<file path="src/common/adc_regs_pkg.sv">
// register map, field positions, reset values and encodings of the result and pad bank
// assumes a single system clock; all users import the whole package
package adc_regs_pkg;
  // register indices; the bus address is the index times four
  localparam logic [7:0] idx_osc_control   = 8'h30; // oscillator control
  localparam logic [7:0] idx_pad_out_ctrl  = 8'h40; // pad output and direction
  localparam logic [7:0] idx_pad_in_state  = 8'h41; // sampled pad levels
  localparam logic [7:0] idx_result_low    = 8'h50; // result low byte
  localparam logic [7:0] idx_result_high   = 8'h51; // result high byte
  localparam logic [7:0] idx_conv_cfg0     = 8'h52; // ratio and count selects
  localparam logic [7:0] idx_conv_cfg1     = 8'h53; // bias selects and stage enables
  localparam logic [7:0] idx_conv_cfg2     = 8'h54;
  localparam logic [7:0] idx_conv_cfg3     = 8'h55;
  localparam logic [7:0] idx_conv_cfg4     = 8'h56;
  localparam logic [7:0] idx_conv_cfg5     = 8'h57;
  localparam logic [7:0] idx_op_mode       = 8'h70; // reference routing
  localparam int         addr_w            = 10;    // byte address width, index times four

  // field positions
  localparam int pos_osc_enable_bit    = 0;
  localparam int pos_pad0_drive_value  = 0;
  localparam int pos_pad1_drive_value  = 1;
  localparam int pos_pad0_direction    = 4;
  localparam int pos_pad1_direction    = 5;
  localparam int pos_elementary_sel    = 5;  // two bits in cfg0
  localparam int pos_ratio_sel         = 2;  // three bits in cfg0
  localparam int pos_converter_bias    = 6;  // two bits in cfg1
  localparam int pos_amplifier_bias    = 4;  // two bits in cfg1
  localparam int pos_ref_out_pad0      = 1;
  localparam int pos_ref_in_pad1       = 0;

  // writable masks, unused bits ignored
  localparam logic [7:0] mask_osc     = 8'h01;
  localparam logic [7:0] mask_pad_out = 8'h33;
  localparam logic [7:0] mask_cfg0    = 8'hfe;
  localparam logic [7:0] mask_cfg4    = 8'h7f;
  localparam logic [7:0] mask_cfg5    = 8'h7f; // busy bit is read-only
  localparam logic [7:0] mask_mode    = 8'h3f;

  // reset values
  localparam logic [7:0] rst_osc      = 8'h01;
  localparam logic [7:0] rst_pad_out  = 8'h30;
  localparam logic [7:0] rst_cfg0     = 8'h28;
  localparam logic [7:0] rst_cfg1     = 8'hf0;
  localparam logic [7:0] rst_cfg2     = 8'h00;
  localparam logic [7:0] rst_cfg3     = 8'h0c;
  localparam logic [7:0] rst_cfg4     = 8'h00;
  localparam logic [7:0] rst_cfg5     = 8'h00;
  localparam logic [7:0] rst_mode     = 8'h04;
  localparam logic [15:0] rst_result  = 16'h0000;

  // result code limits and resolution
  localparam int          res_bits    = 16;
  localparam logic [15:0] code_max    = 16'h7fff;
  localparam logic [15:0] code_min    = 16'h8000;
  localparam int          raw_w       = 24;      // raw accumulator width from the converter

  // bias encodings
  localparam logic [1:0] bias_quarter = 2'b00;
  localparam logic [1:0] bias_half    = 2'b01;
  localparam logic [1:0] bias_full    = 2'b11;

  // value read from an unmapped index
  localparam logic [31:0] read_unmapped = 32'h0000_0000;
endpackage

</file>
<file path="src/verilog/result_formatter.sv">
// saturates a raw signed converter value to sixteen bits and forces the unused low bits
// assumes raw value and selects are stable while valid is high; one clock
`timescale 1ns/1ns
module result_formatter #(
  parameter int RAW_W = adc_regs_pkg::raw_w
) (
  input  wire logic                 clk_sys,
  input  wire logic                 rst_b,
  input  wire logic                 raw_valid,     // one-cycle pulse, conversion done
  input  wire logic [RAW_W-1:0]     raw_value,     // signed raw code
  input  wire logic [2:0]           ratio_sel,     // oversampling ratio select
  input  wire logic [1:0]           count_sel,     // elementary count select
  output logic                      code_valid,    // one-cycle pulse
  output logic [15:0]               code_out       // formatted code
);
  import adc_regs_pkg::*;

  if (RAW_W < 16) begin : g_raw_check
    $error("raw width below sixteen bits");
  end

  // effective resolution: 2*(3+ratio)+count, capped at sixteen
  function automatic logic [4:0] resolution(input logic [2:0] r, input logic [1:0] c);
    logic [5:0] n;
    n = 6'(2 * (3 + int'(r)) + int'(c));
    if (n > 6'(res_bits)) n = 6'(res_bits);
    return n[4:0];
  endfunction

  logic [15:0] sat_code;    // clamped value
  logic [15:0] fill_mask;   // ones over the unused low bits
  logic [15:0] fill_top;    // one in highest unused bit
  logic [4:0]  n_res;       // effective resolution

  // clamp to the nearest full-scale code
  always_comb begin
    if (!raw_value[RAW_W-1] && (raw_value > RAW_W'(code_max)))
      sat_code = code_max;
    else if (raw_value[RAW_W-1] && ($signed(raw_value) < $signed({{(RAW_W-16){1'b1}}, code_min})))
      sat_code = code_min;
    else
      sat_code = raw_value[15:0];
  end

  // unused-bit pattern: a one then zeros; none at full resolution
  always_comb begin
    n_res     = resolution(ratio_sel, count_sel);
    fill_mask = 16'hffff >> n_res;
    fill_top  = (n_res < 5'(res_bits)) ? (16'h8000 >> n_res) : 16'h0000;
  end

  // register the formatted code
  always_ff @(posedge clk_sys or negedge rst_b) begin
    if (!rst_b) begin
      code_out   <= rst_result;
      code_valid <= 1'b0;
    end else begin
      code_valid <= raw_valid;
      if (raw_valid) code_out <= (sat_code & ~fill_mask) | fill_top;
    end
  end
endmodule

</file>
<file path="src/verilog/pad_mux.sv">
// two general-purpose pads with direction, drive value and reference overrides
// assumes pad inputs are synchronous to the system clock
`timescale 1ns/1ns
module pad_mux (
  input  wire logic       clk_sys,
  input  wire logic       rst_b,
  input  wire logic [7:0] pad_ctrl,      // pad output control register
  input  wire logic       ref_out_pad0,  // reference driven out on pad 0
  input  wire logic       ref_in_pad1,   // pad 1 takes an external reference
  input  wire logic [1:0] pad_in,        // pin levels
  output logic      [1:0] pad_out,       // pin drive values
  output logic      [1:0] pad_oe,        // pin drive enables
  output logic      [1:0] pad_sampled    // sampled levels
);
  import adc_regs_pkg::*;

  // drive only when direction is output and no reference owns the pad
  always_ff @(posedge clk_sys or negedge rst_b) begin
    if (!rst_b) begin
      pad_out <= 2'b00;
      pad_oe  <= 2'b00;
    end else begin
      pad_oe[0]  <= pad_ctrl[pos_pad0_direction] & ~ref_out_pad0;
      pad_out[0] <= pad_ctrl[pos_pad0_drive_value];
      pad_oe[1]  <= pad_ctrl[pos_pad1_direction] & ~ref_in_pad1;
      pad_out[1] <= pad_ctrl[pos_pad1_drive_value];
    end
  end

  // sampled level; no reset value is promised, zero chosen
  always_ff @(posedge clk_sys or negedge rst_b) begin
    if (!rst_b) pad_sampled <= 2'b00;
    else        pad_sampled <= pad_in;
  end
endmodule

</file>
<file path="src/verilog/adc_result_regs.sv">
// register bank: conversion result, bias and enable settings, oscillator and pads
// assumes an avalon-mm master on clk_sys; pins synchronous to clk_sys
`timescale 1ns/1ns

// How it works
// - result is sixteen-bit two's complement
// - out-of-range input clamps to 7fff or 8000
// - unused low bits: one then zeros
// - result low at 50, high at 51
// - bias selects: 00 quarter, 01 half, 11 full
// - amplifiers and converter may be fully disabled
// - writes to unused bits have no effect
// - reset loads every documented reset value
// - oscillator enable at 30 bit 0, resets one
// - pad directions bits 4,5; reset output
// - pad 1 drive value, gated by reference input
// - pad 0 drive value, gated by reference output
// - pad levels readable at 41
// - ratio is 2^(3+sel), count 2^sel
// - resolution 2log2 ratio plus log2 count
// - mode bits route reference onto pads
module adc_result_regs #(
  parameter int RAW_W = adc_regs_pkg::raw_w
) (
  input  wire logic                            clk_sys,
  input  wire logic                            rst_b,
  input  wire logic [adc_regs_pkg::addr_w-1:0] avs_address,
  input  wire logic                            avs_read,
  input  wire logic                            avs_write,
  input  wire logic [31:0]                     avs_writedata,
  input  wire logic [3:0]                      avs_byteenable,
  output logic      [31:0]                     avs_readdata,
  output logic                                 avs_waitrequest,
  input  wire logic                            raw_valid,
  input  wire logic [RAW_W-1:0]                raw_value,
  input  wire logic                            conv_busy,
  input  wire logic [1:0]                      pad_in,
  output logic      [1:0]                      pad_out,
  output logic      [1:0]                      pad_oe,
  output logic                                 osc_enable,
  output logic      [1:0]                      converter_bias,
  output logic      [1:0]                      amplifier_bias,
  output logic      [3:0]                      stage_enable,
  output logic      [2:0]                      oversampling_ratio_select,
  output logic      [1:0]                      elementary_count_select,
  output logic      [10:0]                     oversampling_ratio,
  output logic      [3:0]                      elementary_count,
  output logic                                 ref_output_on_pad0,
  output logic                                 ref_input_on_pad1
);
  import adc_regs_pkg::*;

  if (RAW_W < 16 || RAW_W > 32) begin : g_raw_check
    $error("raw width must lie in 16..32");
  end

  // bus handshake state
  typedef enum logic [1:0] {bus_idle, bus_answer, bus_release} bus_state_e;
  bus_state_e bus_reg;            // current bus phase

  // stored registers
  logic [7:0]  osc_reg;           // oscillator control
  logic [7:0]  pad_ctrl_reg;      // pad output control
  logic [7:0]  cfg_reg [0:5];     // conversion configuration registers
  logic [7:0]  mode_reg;          // operating mode
  logic [15:0] result_reg;        // last completed conversion, both bytes

  // derived and sub-block signals
  logic [15:0] code_w;            // formatted code
  logic        code_valid_w;      // formatted code ready
  logic [1:0]  pad_sampled_w;     // sampled pad levels
  logic [7:0]  word_idx;          // register index from byte address
  logic        wr_hit;            // write accepted this cycle
  logic [7:0]  wdata;             // low lane write data

  // decode an index into the configuration slot, or 7 if not one
  function automatic logic [2:0] cfg_slot(input logic [7:0] idx);
    if (idx >= idx_conv_cfg0 && idx <= idx_conv_cfg5) return 3'(idx - idx_conv_cfg0);
    else return 3'd7;
  endfunction

  // writable mask of a configuration slot
  function automatic logic [7:0] cfg_mask(input logic [2:0] s);
    if (s == 3'd0)      return mask_cfg0;
    else if (s == 3'd4) return mask_cfg4;
    else if (s == 3'd5) return mask_cfg5;
    else                return 8'hff;
  endfunction

  // reset value of a configuration slot
  function automatic logic [7:0] cfg_reset(input logic [2:0] s);
    if (s == 3'd0)      return rst_cfg0;
    else if (s == 3'd1) return rst_cfg1;
    else if (s == 3'd2) return rst_cfg2;
    else if (s == 3'd3) return rst_cfg3;
    else if (s == 3'd4) return rst_cfg4;
    else                return rst_cfg5;
  endfunction

  assign word_idx = avs_address[9:2];
  assign wdata    = avs_writedata[7:0];
  assign wr_hit   = (bus_reg == bus_idle) && avs_write && avs_byteenable[0];

  // formatter: clamp and fill pattern
  result_formatter #(
    .RAW_W (RAW_W)
  ) u_fmt (
    .clk_sys    (clk_sys),
    .rst_b      (rst_b),
    .raw_valid  (raw_valid),
    .raw_value  (raw_value),
    .ratio_sel  (cfg_reg[0][pos_ratio_sel +: 3]),
    .count_sel  (cfg_reg[0][pos_elementary_sel +: 2]),
    .code_valid (code_valid_w),
    .code_out   (code_w)
  );

  // pad logic
  pad_mux u_pads (
    .clk_sys      (clk_sys),
    .rst_b        (rst_b),
    .pad_ctrl     (pad_ctrl_reg),
    .ref_out_pad0 (mode_reg[pos_ref_out_pad0]),
    .ref_in_pad1  (mode_reg[pos_ref_in_pad1]),
    .pad_in       (pad_in),
    .pad_out      (pad_out),
    .pad_oe       (pad_oe),
    .pad_sampled  (pad_sampled_w)
  );

  // bus phases: every access waits one cycle, answers, then one release cycle
  // the release cycle keeps a held request from being taken twice
  always_ff @(posedge clk_sys or negedge rst_b) begin
    if (!rst_b) begin
      bus_reg <= bus_idle;
    end else begin
      case (bus_reg)
        bus_idle: begin
          if (avs_read || avs_write) bus_reg <= bus_answer;
        end
        bus_answer: begin
          bus_reg <= bus_release;
        end
        default: begin
          bus_reg <= bus_idle;
        end
      endcase
    end
  end

  // waitrequest low only in the answer cycle
  always_ff @(posedge clk_sys or negedge rst_b) begin
    if (!rst_b) avs_waitrequest <= 1'b1;
    else        avs_waitrequest <= !((bus_reg == bus_idle) && (avs_read || avs_write));
  end

  // oscillator control, masked so unused bits stay zero
  always_ff @(posedge clk_sys or negedge rst_b) begin
    if (!rst_b) osc_reg <= rst_osc;
    else if (wr_hit && word_idx == idx_osc_control)
      osc_reg <= wdata & mask_osc;
  end

  // pad control: directions reset to output, drive values to zero
  always_ff @(posedge clk_sys or negedge rst_b) begin
    if (!rst_b) pad_ctrl_reg <= rst_pad_out;
    else if (wr_hit && word_idx == idx_pad_out_ctrl)
      pad_ctrl_reg <= wdata & mask_pad_out;
  end

  // operating mode: reference routing bits and others
  always_ff @(posedge clk_sys or negedge rst_b) begin
    if (!rst_b) mode_reg <= rst_mode;
    else if (wr_hit && word_idx == idx_op_mode)
      mode_reg <= wdata & mask_mode;
  end

  // configuration registers, one per slot
  for (genvar g = 0; g < 6; g++) begin : g_cfg
    always_ff @(posedge clk_sys or negedge rst_b) begin
      if (!rst_b) cfg_reg[g] <= cfg_reset(3'(g));
      else if (wr_hit && cfg_slot(word_idx) == 3'(g))
        cfg_reg[g] <= wdata & cfg_mask(3'(g));
    end
  end

  // both bytes captured together from one code; a new code landing between a low and a high read replaces both bytes
  always_ff @(posedge clk_sys or negedge rst_b) begin
    if (!rst_b) result_reg <= rst_result;
    else if (code_valid_w) result_reg <= code_w;
  end

  // settings driven to the analogue side
  always_ff @(posedge clk_sys or negedge rst_b) begin
    if (!rst_b) begin
      osc_enable                <= rst_osc[pos_osc_enable_bit];
      converter_bias            <= rst_cfg1[pos_converter_bias +: 2];
      amplifier_bias            <= rst_cfg1[pos_amplifier_bias +: 2];
      stage_enable              <= rst_cfg1[3:0];
      oversampling_ratio_select <= rst_cfg0[pos_ratio_sel +: 3];
      elementary_count_select   <= rst_cfg0[pos_elementary_sel +: 2];
      oversampling_ratio        <= 11'd8 << rst_cfg0[pos_ratio_sel +: 3];
      elementary_count          <= 4'd1 << rst_cfg0[pos_elementary_sel +: 2];
      ref_output_on_pad0        <= 1'b0;
      ref_input_on_pad1         <= 1'b0;
    end else begin
      osc_enable                <= osc_reg[pos_osc_enable_bit];
      // bias select 10 is not listed; the analogue side treats it as half
      converter_bias            <= cfg_reg[1][pos_converter_bias +: 2];
      amplifier_bias            <= cfg_reg[1][pos_amplifier_bias +: 2];
      // all-zero enables switch every stage off for idle
      stage_enable              <= cfg_reg[1][3:0];
      oversampling_ratio_select <= cfg_reg[0][pos_ratio_sel +: 3];
      elementary_count_select   <= cfg_reg[0][pos_elementary_sel +: 2];
      oversampling_ratio        <= 11'd8 << cfg_reg[0][pos_ratio_sel +: 3];
      elementary_count          <= 4'd1 << cfg_reg[0][pos_elementary_sel +: 2];
      ref_output_on_pad0        <= mode_reg[pos_ref_out_pad0];
      ref_input_on_pad1         <= mode_reg[pos_ref_in_pad1];
    end
  end

  // read data, loaded at request acceptance, valid in the answer cycle
  always_ff @(posedge clk_sys or negedge rst_b) begin
    if (!rst_b) begin
      avs_readdata <= read_unmapped;
    end else if ((bus_reg == bus_idle) && avs_read) begin
      if (word_idx == idx_osc_control)       avs_readdata <= {24'h0, osc_reg};
      else if (word_idx == idx_pad_out_ctrl) avs_readdata <= {24'h0, pad_ctrl_reg};
      else if (word_idx == idx_pad_in_state) avs_readdata <= {30'h0, pad_sampled_w};
      else if (word_idx == idx_result_low)   avs_readdata <= {24'h0, result_reg[7:0]};
      else if (word_idx == idx_result_high)  avs_readdata <= {24'h0, result_reg[15:8]};
      else if (word_idx == idx_conv_cfg5)
        avs_readdata <= {24'h0, conv_busy, cfg_reg[5][6:0]};
      else if (cfg_slot(word_idx) != 3'd7)
        avs_readdata <= {24'h0, cfg_reg[cfg_slot(word_idx)]};
      else if (word_idx == idx_op_mode)      avs_readdata <= {24'h0, mode_reg};
      else                                   avs_readdata <= read_unmapped;
    end
  end
endmodule

</file>
<file path="config.mk">
export PLATFORM = sky130hd
export DESIGN_NAME = adc_result_regs
export DESIGN_NICKNAME = d
export VERILOG_FILES = /design/src/common/adc_regs_pkg.sv /design/src/verilog/result_formatter.sv /design/src/verilog/pad_mux.sv /design/src/verilog/adc_result_regs.sv
export SDC_FILE = /design/constraint.sdc
export NUM_CORES = 1
export LEC_CHECK = 0
export BUFFER_PORTS_ARGS = -buffer_cell sky130_fd_sc_hd__buf_2
export CORE_MARGIN = 2
export CORE_UTILIZATION = 30
export CTS_CLUSTER_DIAMETER = 30
export DETAILED_ROUTE_END_ITERATION = 8
export SYNTH_ARGS = -nofsm -noshare
export SYNTH_HDL_FRONTEND = slang
export SYNTH_SLANG_ARGS = --single-unit
</file>
<file path="constraint.sdc">
create_clock -name clk_sys -period 5.9 [get_ports clk_sys]
set_clock_uncertainty 0.1 [all_clocks]
set_input_delay 0.295 -clock clk_sys [delete_from_list [all_inputs] [get_ports clk_sys]]
set_output_delay 0.295 -clock clk_sys [all_outputs]
set_load 0.01 [all_outputs]
</file>
==> key figures, run 1 <==
Route
  – Routed vias: ~4600
  – Routed WL per cell: between 15 and 20 um
  – Drt pass-1 iters: 6
  – Initial DRC Count: ~270
  – DRC errors left: 0
  – DRT Wirelength: between 15000 and 20000 um
  – Via density: ~5.0
  – Post-route ant nets: 0

Layout
  – Layout Nets: 730
  – Area growth from synthesis to layout: 18.5%
  – N_diodes: 0
  – Register area: roughly 3400 sq um
  – Fill count: 2153
  – Max FFs per register: 45
  – Footprint of the multi-input gates: ~2900 sq um
  – Layout cells sized above 1: 35.3%
  – Util after Layout: 35.9%

Timing
  – RSZ-0062 raised after global routing: false
  – Slew margin rel.: a little under two fifths
  – Pins over their slew limit: 0
  – Final TNS setup: 0 ns
  – Hold Slack: ~0.046 ns
  – Post-route minimum period: 3.06 ns
  – Worst-margin pin slew: approximately 0.95 ns
  – Final Hold Fails: 0
  – Final period util: around half
  – Fmax: between 300 and 400 MHz
  – Final setup fails: 0

Power
  – Leakage: 3.71 nW
  – Net load switching power: 569 uW
  – Sw Share: 24.5%
  – Cell Int Power: between 1.5 and 2 mW
  – Combinational power share: a little over a tenth
  – VDD IR max: 186 uV
  – Clock group share of total power: 46.0%
  – PD cells: around 300 nW/um^2
  – Total power: 2.32 mW
  – Reg power frac: between 40% and 50%

Logic synthesis
  – Most frequent cell after synthesis: dfrtp_1
  – Syn. warnings: 0
  – Avg Inst Size Synth: 11.7 sq um
  – Top_reg_cell synth: dfrtp_1
  – Post-Synthesis Cells: ~560
  – Leading area contributor after synthesis: dfrtp_1
  – Ys async rst share: 100%
  – Yosys reg bits: between 100 and 150
  – Post-synth EDFFs: 0
  – Post-synth cell types: just over 70
  – Synth area leaders: dfrtp_1 43%, mux2_2 12%, dfstp_2 8.8%, buf_4 3.8%, nor2_1 2.2%
  – Post-synth top area share: a little over two fifths
  – Cell Area, Synth: between 6000 and 7000 sq um
  – Synth cell count leaders: 112 x dfrtp_1, 71 x mux2_2, 38 x nor2_1, 33 x buf_4, 31 x nand2_1
  – Sequential fraction of the synthesis area: between 50% and 60%

CTS
  – Total setup buffers inserted after CTS: 0
  – TritonCTS Buffers: 17
  – Num Clock Sinks: around 130
  – Max Root-Sink Buffers: 2
  – Post_cts resized: 0
  – Clk_lat worst skew: 0.42 ns
  – CTS Hold Bufs: 3
  – Root Driver: clkbuf_16
  – TritonCTS clock tree: yes
  – Worst-path clk slew: about 0.06 ns
  – CTS HTree Levels: 4

Setup path
  – Critical path peak fanout: 10
  – Critical Path Source: cfg_reg[43]$_DFFE_PN1P_
  – Reg2reg setup slack: 2.84 ns
  – WP buf/inv: 3
  – CP dominant cell by count: inv_1
  – CP required: 6.10 ns
  – Crit path cell chain: inv_1 > ha_1 > inv_1 > ha_1 > inv_1 > a41oi_2 > or2_0 > nor4_1 > a211o_1
  – CP endpoint: u_fmt.code_out[8]$_DFFE_PN0P_
  – Reg2reg start: cfg_reg[43]$_DFFE_PN1P_
  – Family with the most delay on the worst path: compound AO/OA/AOI/OAI gates
  – R2r worst-path depth: 9
  – Reg2reg end: u_fmt.code_out[8]$_DFFE_PN0P_
  – CP Depth: 9
  – Crit path max-delay cell type: dfstp_2
  – Crit path DAT: ~3.3 ns
  – Crit end category: flip-flop
  – Largest stage delay on the critical path: between 0.6 and 0.7 ns
  – Crit start category: flip-flop
  – WS Path Type: reg -> reg

Floorplan
  – Initial core utilization: 30.3%
  – Die Span Y: about 150 um
  – Die Footprint: approximately 23000 sq um
  – FP Rows: 54
  – Die X: between 150 and 200 um
  – # IOs: around 150
  – CORE AREA: approximately 22000 sq um

Run
  – Max_cap viols: 0

Place
  – Post-detail-place hpwl: between 10000 and 15000 um
  – I/O Buffers: 89
  – Final GP Congestion: approximately 0.83

Global routing
  – Vias in the first global route: between 4000 and 5000
  – Largest net degree at the start of global routing: 76
  – GRT met2 Usage: between 20% and 30%
  – Total track usage: between 10 and 15%
  – Total gr overflow: 0
  – Initial antenna violation count: 1
  – GRT busiest layer: met2
  – Met1 Usage GRT: between 10% and 20%
  – First-pass GRT wire length: 25200 um
  – M3 GR Usage: between 4 and 5%

Min path
  – Worst hold path depth: 2
  – Worst min path class: in -> reg
  – Hold_sp: avs_read

Status
  – Status: finished, final reports clean
## power groups by stage
stage	clock (mW)	sequential (mW)	combinational (mW)
5_1_grt	1.13	1.02	0.271
2_1_floorplan	0	1.02	0.160
6_report	1.07	1.01	0.243
3_5_place_dp	0	1.03	0.243
4_1_cts	1.09	1.01	0.246
3_3_place_gp	0	1.03	0.240
## stage by stage
step	instance area, sq um	instances	setup slack (ns)
floorplan	6640	585	3.30
global placement	7130	903	2.90
detailed placement	7130	903	2.86
CTS	7750	938	2.85
global route	7750	938	2.65
finish	7750	938	2.84
## worst min-delay path by stage
stage               slack (ns)                      endpoint
finish                    0.05        bus_reg[0]$_DFFE_PN0P_
detailed placement        0.21  ref_output_on_pad0$_DFF_PN0_
global placement          0.20   u_pads.pad_out[1]$_DFF_PN0_
floorplan                -0.10   avs_readdata[0]$_DFFE_PN0P_
global route              0.05    u_fmt.code_valid$_DFF_PN0_
CTS                       0.03        bus_reg[0]$_DFFE_PN0P_
## kinds of logic (layout without fill, tap and decap cells)
logic type	after synthesis	count (layout)	synth area share, %
muxes	87	87	15.0
and+or+nand+nor	163	163	14.0
xor gates and xnor gates	2	2	0.478
buffers and inverters	67	140	5.85
DFF	134	134	51.7
AOI/OAI and AO/OA	98	98	11.6
adders and majority gates	7	7	1.34
other	1	27	0.0573
## cell type report
type	instances	area share (%)
well taps	280	4.52
flip-flops and latches	134	43.6
repair buffers	94	6.41
clock inverters	9	1.61
multi-input cells	384	37.1
inverters	14	0.678
clock buffers	23	6.04
## placed cells by master, fill, tap and decap left out, types with 6 or more instances in the layout
cell type | netlist | routed
a211o_1 | 6 | 6
a211oi_1 | 6 | 6
a21oi_1 | 15 | 15
a221o_1 | 6 | 6
and2_1 | 7 | 7
buf_2 | 6 | 88
clkbuf_16 | 0 | 17
conb_1 | 1 | 27
dfrtp_1 | 112 | 112
dfstp_2 | 22 | 22
ha_1 | 7 | 7
inv_1 | 14 | 14
mux2_2 | 71 | 71
mux2i_1 | 14 | 14
nand2_1 | 31 | 31
nand2b_1 | 8 | 8
nand3_1 | 9 | 9
nor2_1 | 38 | 38
nor2b_1 | 16 | 16
nor3_1 | 13 | 13
nor4_1 | 8 | 8
o21ai_0 | 10 | 10
o22ai_1 | 9 | 9
## routing by layer
layer  vias up  share of wire (%)
li1       2164                  -
met1      2317                 44
met2       144                 48
met3        21                6.4
met4         2                1.7
met5         -              0.080
## worst register-to-register path: cells and delay by family, from the launching register on
kind	cells	cell delay (ns)
simple gates	2	0.55
buf+inv	3	0.28
compound gates	2	0.84
flops	1	0.64
fa+ha+maj	2	0.53
Note: power is estimated with default switching activity, not from simulation.
==> inputs of run 2 (changes only) <==
Clock period 5.9 ns to 2.85 ns, I/O delays scaled along.
==> key figures, run 2 (synthesized netlist as in run 1, its figures left out) <==
Layout
  – Fill count: 2144
  – Max FFs per register: between 40 and 50
  – Footprint of the multi-input gates: roughly 2900 sq um
  – Layout cells sized above 1: about 37%
  – Post-Layout Inst Area: 7930 sq um
  – Layout Nets: between 700 and 800
  – Area growth from synthesis to layout: 21.2%
  – Most frequent cells in the layout: 112 x dfrtp_1, 88 x buf_2, 71 x mux2_2
  – Commonest non-fill, non-tap cell in the layout: dfrtp_1
  – N_diodes: 0
  – Register area: approximately 3400 sq um

Setup path
  – Crit path DAT: ~2.9 ns
  – Critical Path Source: cfg_reg[43]$_DFFE_PN1P_
  – Reg2reg start: cfg_reg[43]$_DFFE_PN1P_
  – Crit start category: flip-flop
  – WS Path Type: reg -> reg
  – Critical path peak fanout: 10
  – Reg2reg end: u_fmt.code_out[8]$_DFFE_PN0P_
  – Crit end category: flip-flop
  – Reg2reg setup slack: around 0.18 ns
  – CP required: 3.10 ns
  – R2r worst-path depth: 7

Place
  – I/O Buffers: slightly below 90
  – Post-detail-place hpwl: roughly 12000 um
  – Final GP Congestion: 0.861
  – Placed Instance Area: ~7300 sq um

CTS
  – Max Root-Sink Buffers: 2
  – Clk_lat worst skew: 0.42 ns
  – CTS HTree Levels: 4
  – Num Clock Sinks: 134
  – Worst-path clk slew: around 0.060 ns
  – TritonCTS Buffers: 17
  – Root Driver: clkbuf_16
  – TritonCTS clock tree: yes
  – Total setup buffers inserted after CTS: 0

Global routing
  – Initial antenna violation count: 1
  – Total track usage: ~15%
  – GRT busiest layer: met2
  – Largest net degree at the start of global routing: 75
  – Total gr overflow: 0
  – Vias in the first global route: 4673
  – Met1 Usage GRT: between 10% and 20%
  – First-pass GRT wire length: ~26000 um
  – GRT met2 Usage: approximately a quarter
  – M3 GR Usage: under 10%

Timing
  – Final setup fails: 0
  – Slew margin rel.: 51.9%
  – RSZ-0062 raised after global routing: false
  – Post-route minimum period: about 2.7 ns
  – Final TNS setup: 0 ns
  – Final Hold Fails: 0
  – Final period util: between 90% and 100%
  – Fmax: about 380 MHz
  – Pins over their slew limit: 0
  – Worst-margin pin slew: 0.713 ns

Min path
  – Hold_sp: avs_writedata[2]
  – Worst hold path depth: 2
  – Hold Path Sink: cfg_reg[26]$_DFFE_PN0P_
  – Worst min path class: in -> reg

Route
  – Routed vias: between 4000 and 5000
  – Drt pass-1 iters: 5
  – DRC errors left: 0
  – Initial DRC Count: approximately 370
  – Via density: approximately 4.9
  – Routed WL per cell: roughly 17 um
  – Post-route ant nets: 0
  – DRT Wirelength: approximately 16000 um

Power
  – Leakage: between 3 and 4 nW
  – VDD IR max: 366 uV
  – PD cells: slightly below 600 nW/um^2

Run
  – Max_cap viols: 0

Floorplan
  – Initial core utilization: a little under a third
  – CORE AREA: between 20000 and 25000 sq um
  – Die Span Y: approximately 150 um
  – FP Rows: 54
  – # IOs: roughly 150
  – Die Footprint: between 20000 and 25000 sq um
  – Die X: 152 um

Status
  – Status: finished, final reports clean
run 2: changes by cell type in the layout (fill, tap and decap cells not counted), sizes merged:
cell	change
clkinvlp	+1
clkinv	+1
clkbuf	-1
bufinv	-1
dlygate4sd3	+8
buf	+17
run 2: worst max-delay path by stage:
stage | to | slack [ns] | depth (start not counted)
after floorplan | u_fmt.code_out[10]$_DFFE_PN0P_ | 0.25 | 10
after global placement | u_fmt.code_out[5]$_DFFE_PN0P_ | 0.21 | 9
after detailed placement | u_fmt.code_out[5]$_DFFE_PN0P_ | 0.15 | 9
after CTS | u_fmt.code_out[5]$_DFFE_PN0P_ | 0.12 | 9
after global routing | u_fmt.code_out[12]$_DFFE_PN0P_ | 0.10 | 8
final | u_fmt.code_out[8]$_DFFE_PN0P_ | 0.18 | 7
run 2: metal layers:
| metal | part of all wire, % | up-vias | wire, um |
|---|---|---|---|
| li1 | - | 2210 | - |
| met1 | 46 | 2366 | 7530 |
| met2 | 47 | 119 | 7720 |
| met3 | 4.6 | 24 | 761 |
| met4 | 2.1 | 2 | 348 |
| met5 | 0.079 | - | 13 |
run 2: repair_timing:
| action | 4_1_cts | 5_1_grt |
|---|---|---|
| endpoints found under the hold margin | 88 | 0 |
| endpoints found under the setup margin | 0 | 2 |
| resized for setup | 0 | 1 |
| hold buffers | 11 | 0 |
run 2: layout make-up:
| cell class | instances | share of cell area [%] |
|---|---|---|
| flip-flops and latches | 134 | 42.6 |
| clock inverters | 10 | 1.36 |
| well taps | 280 | 4.42 |
| multi-input cells | 384 | 36.3 |
| repair buffers | 119 | 8.88 |
| clock buffers | 22 | 5.73 |
| inverters | 14 | 0.663 |
run 2: report_power, final:
part,internal (mW),total (mW),switching (mW)
logic,0.228,0.552,0.324
clock network,1.30,2.09,0.790
registers,2.02,2.09,0.0700
total,3.55,4.73,1.18
run 2: per-stage QoR:
stage,hold WS (ns),utilization (%),power (mW),worst slack [ns],cells
after floorplan,-0.253,-,2.44,0.247,585
after global placement,0.111,33.6,2.64,0.205,920
after detailed placement,0.112,33.6,2.65,0.148,920
after CTS,0.00403,36.7,4.78,0.123,963
after global routing,0.0355,36.7,4.93,0.103,963
final,0.0112,36.7,4.73,0.185,963
run 2: worst max-delay path, cell delays in order, from the launching register on:
cell	delay, ns
dfstp_2	0.53
inv_1	0.07
ha_1	0.26
and4bb_2	0.25
o211a_1	0.37
or2_0	0.41
nor4_1	0.43
a211o_1	0.19
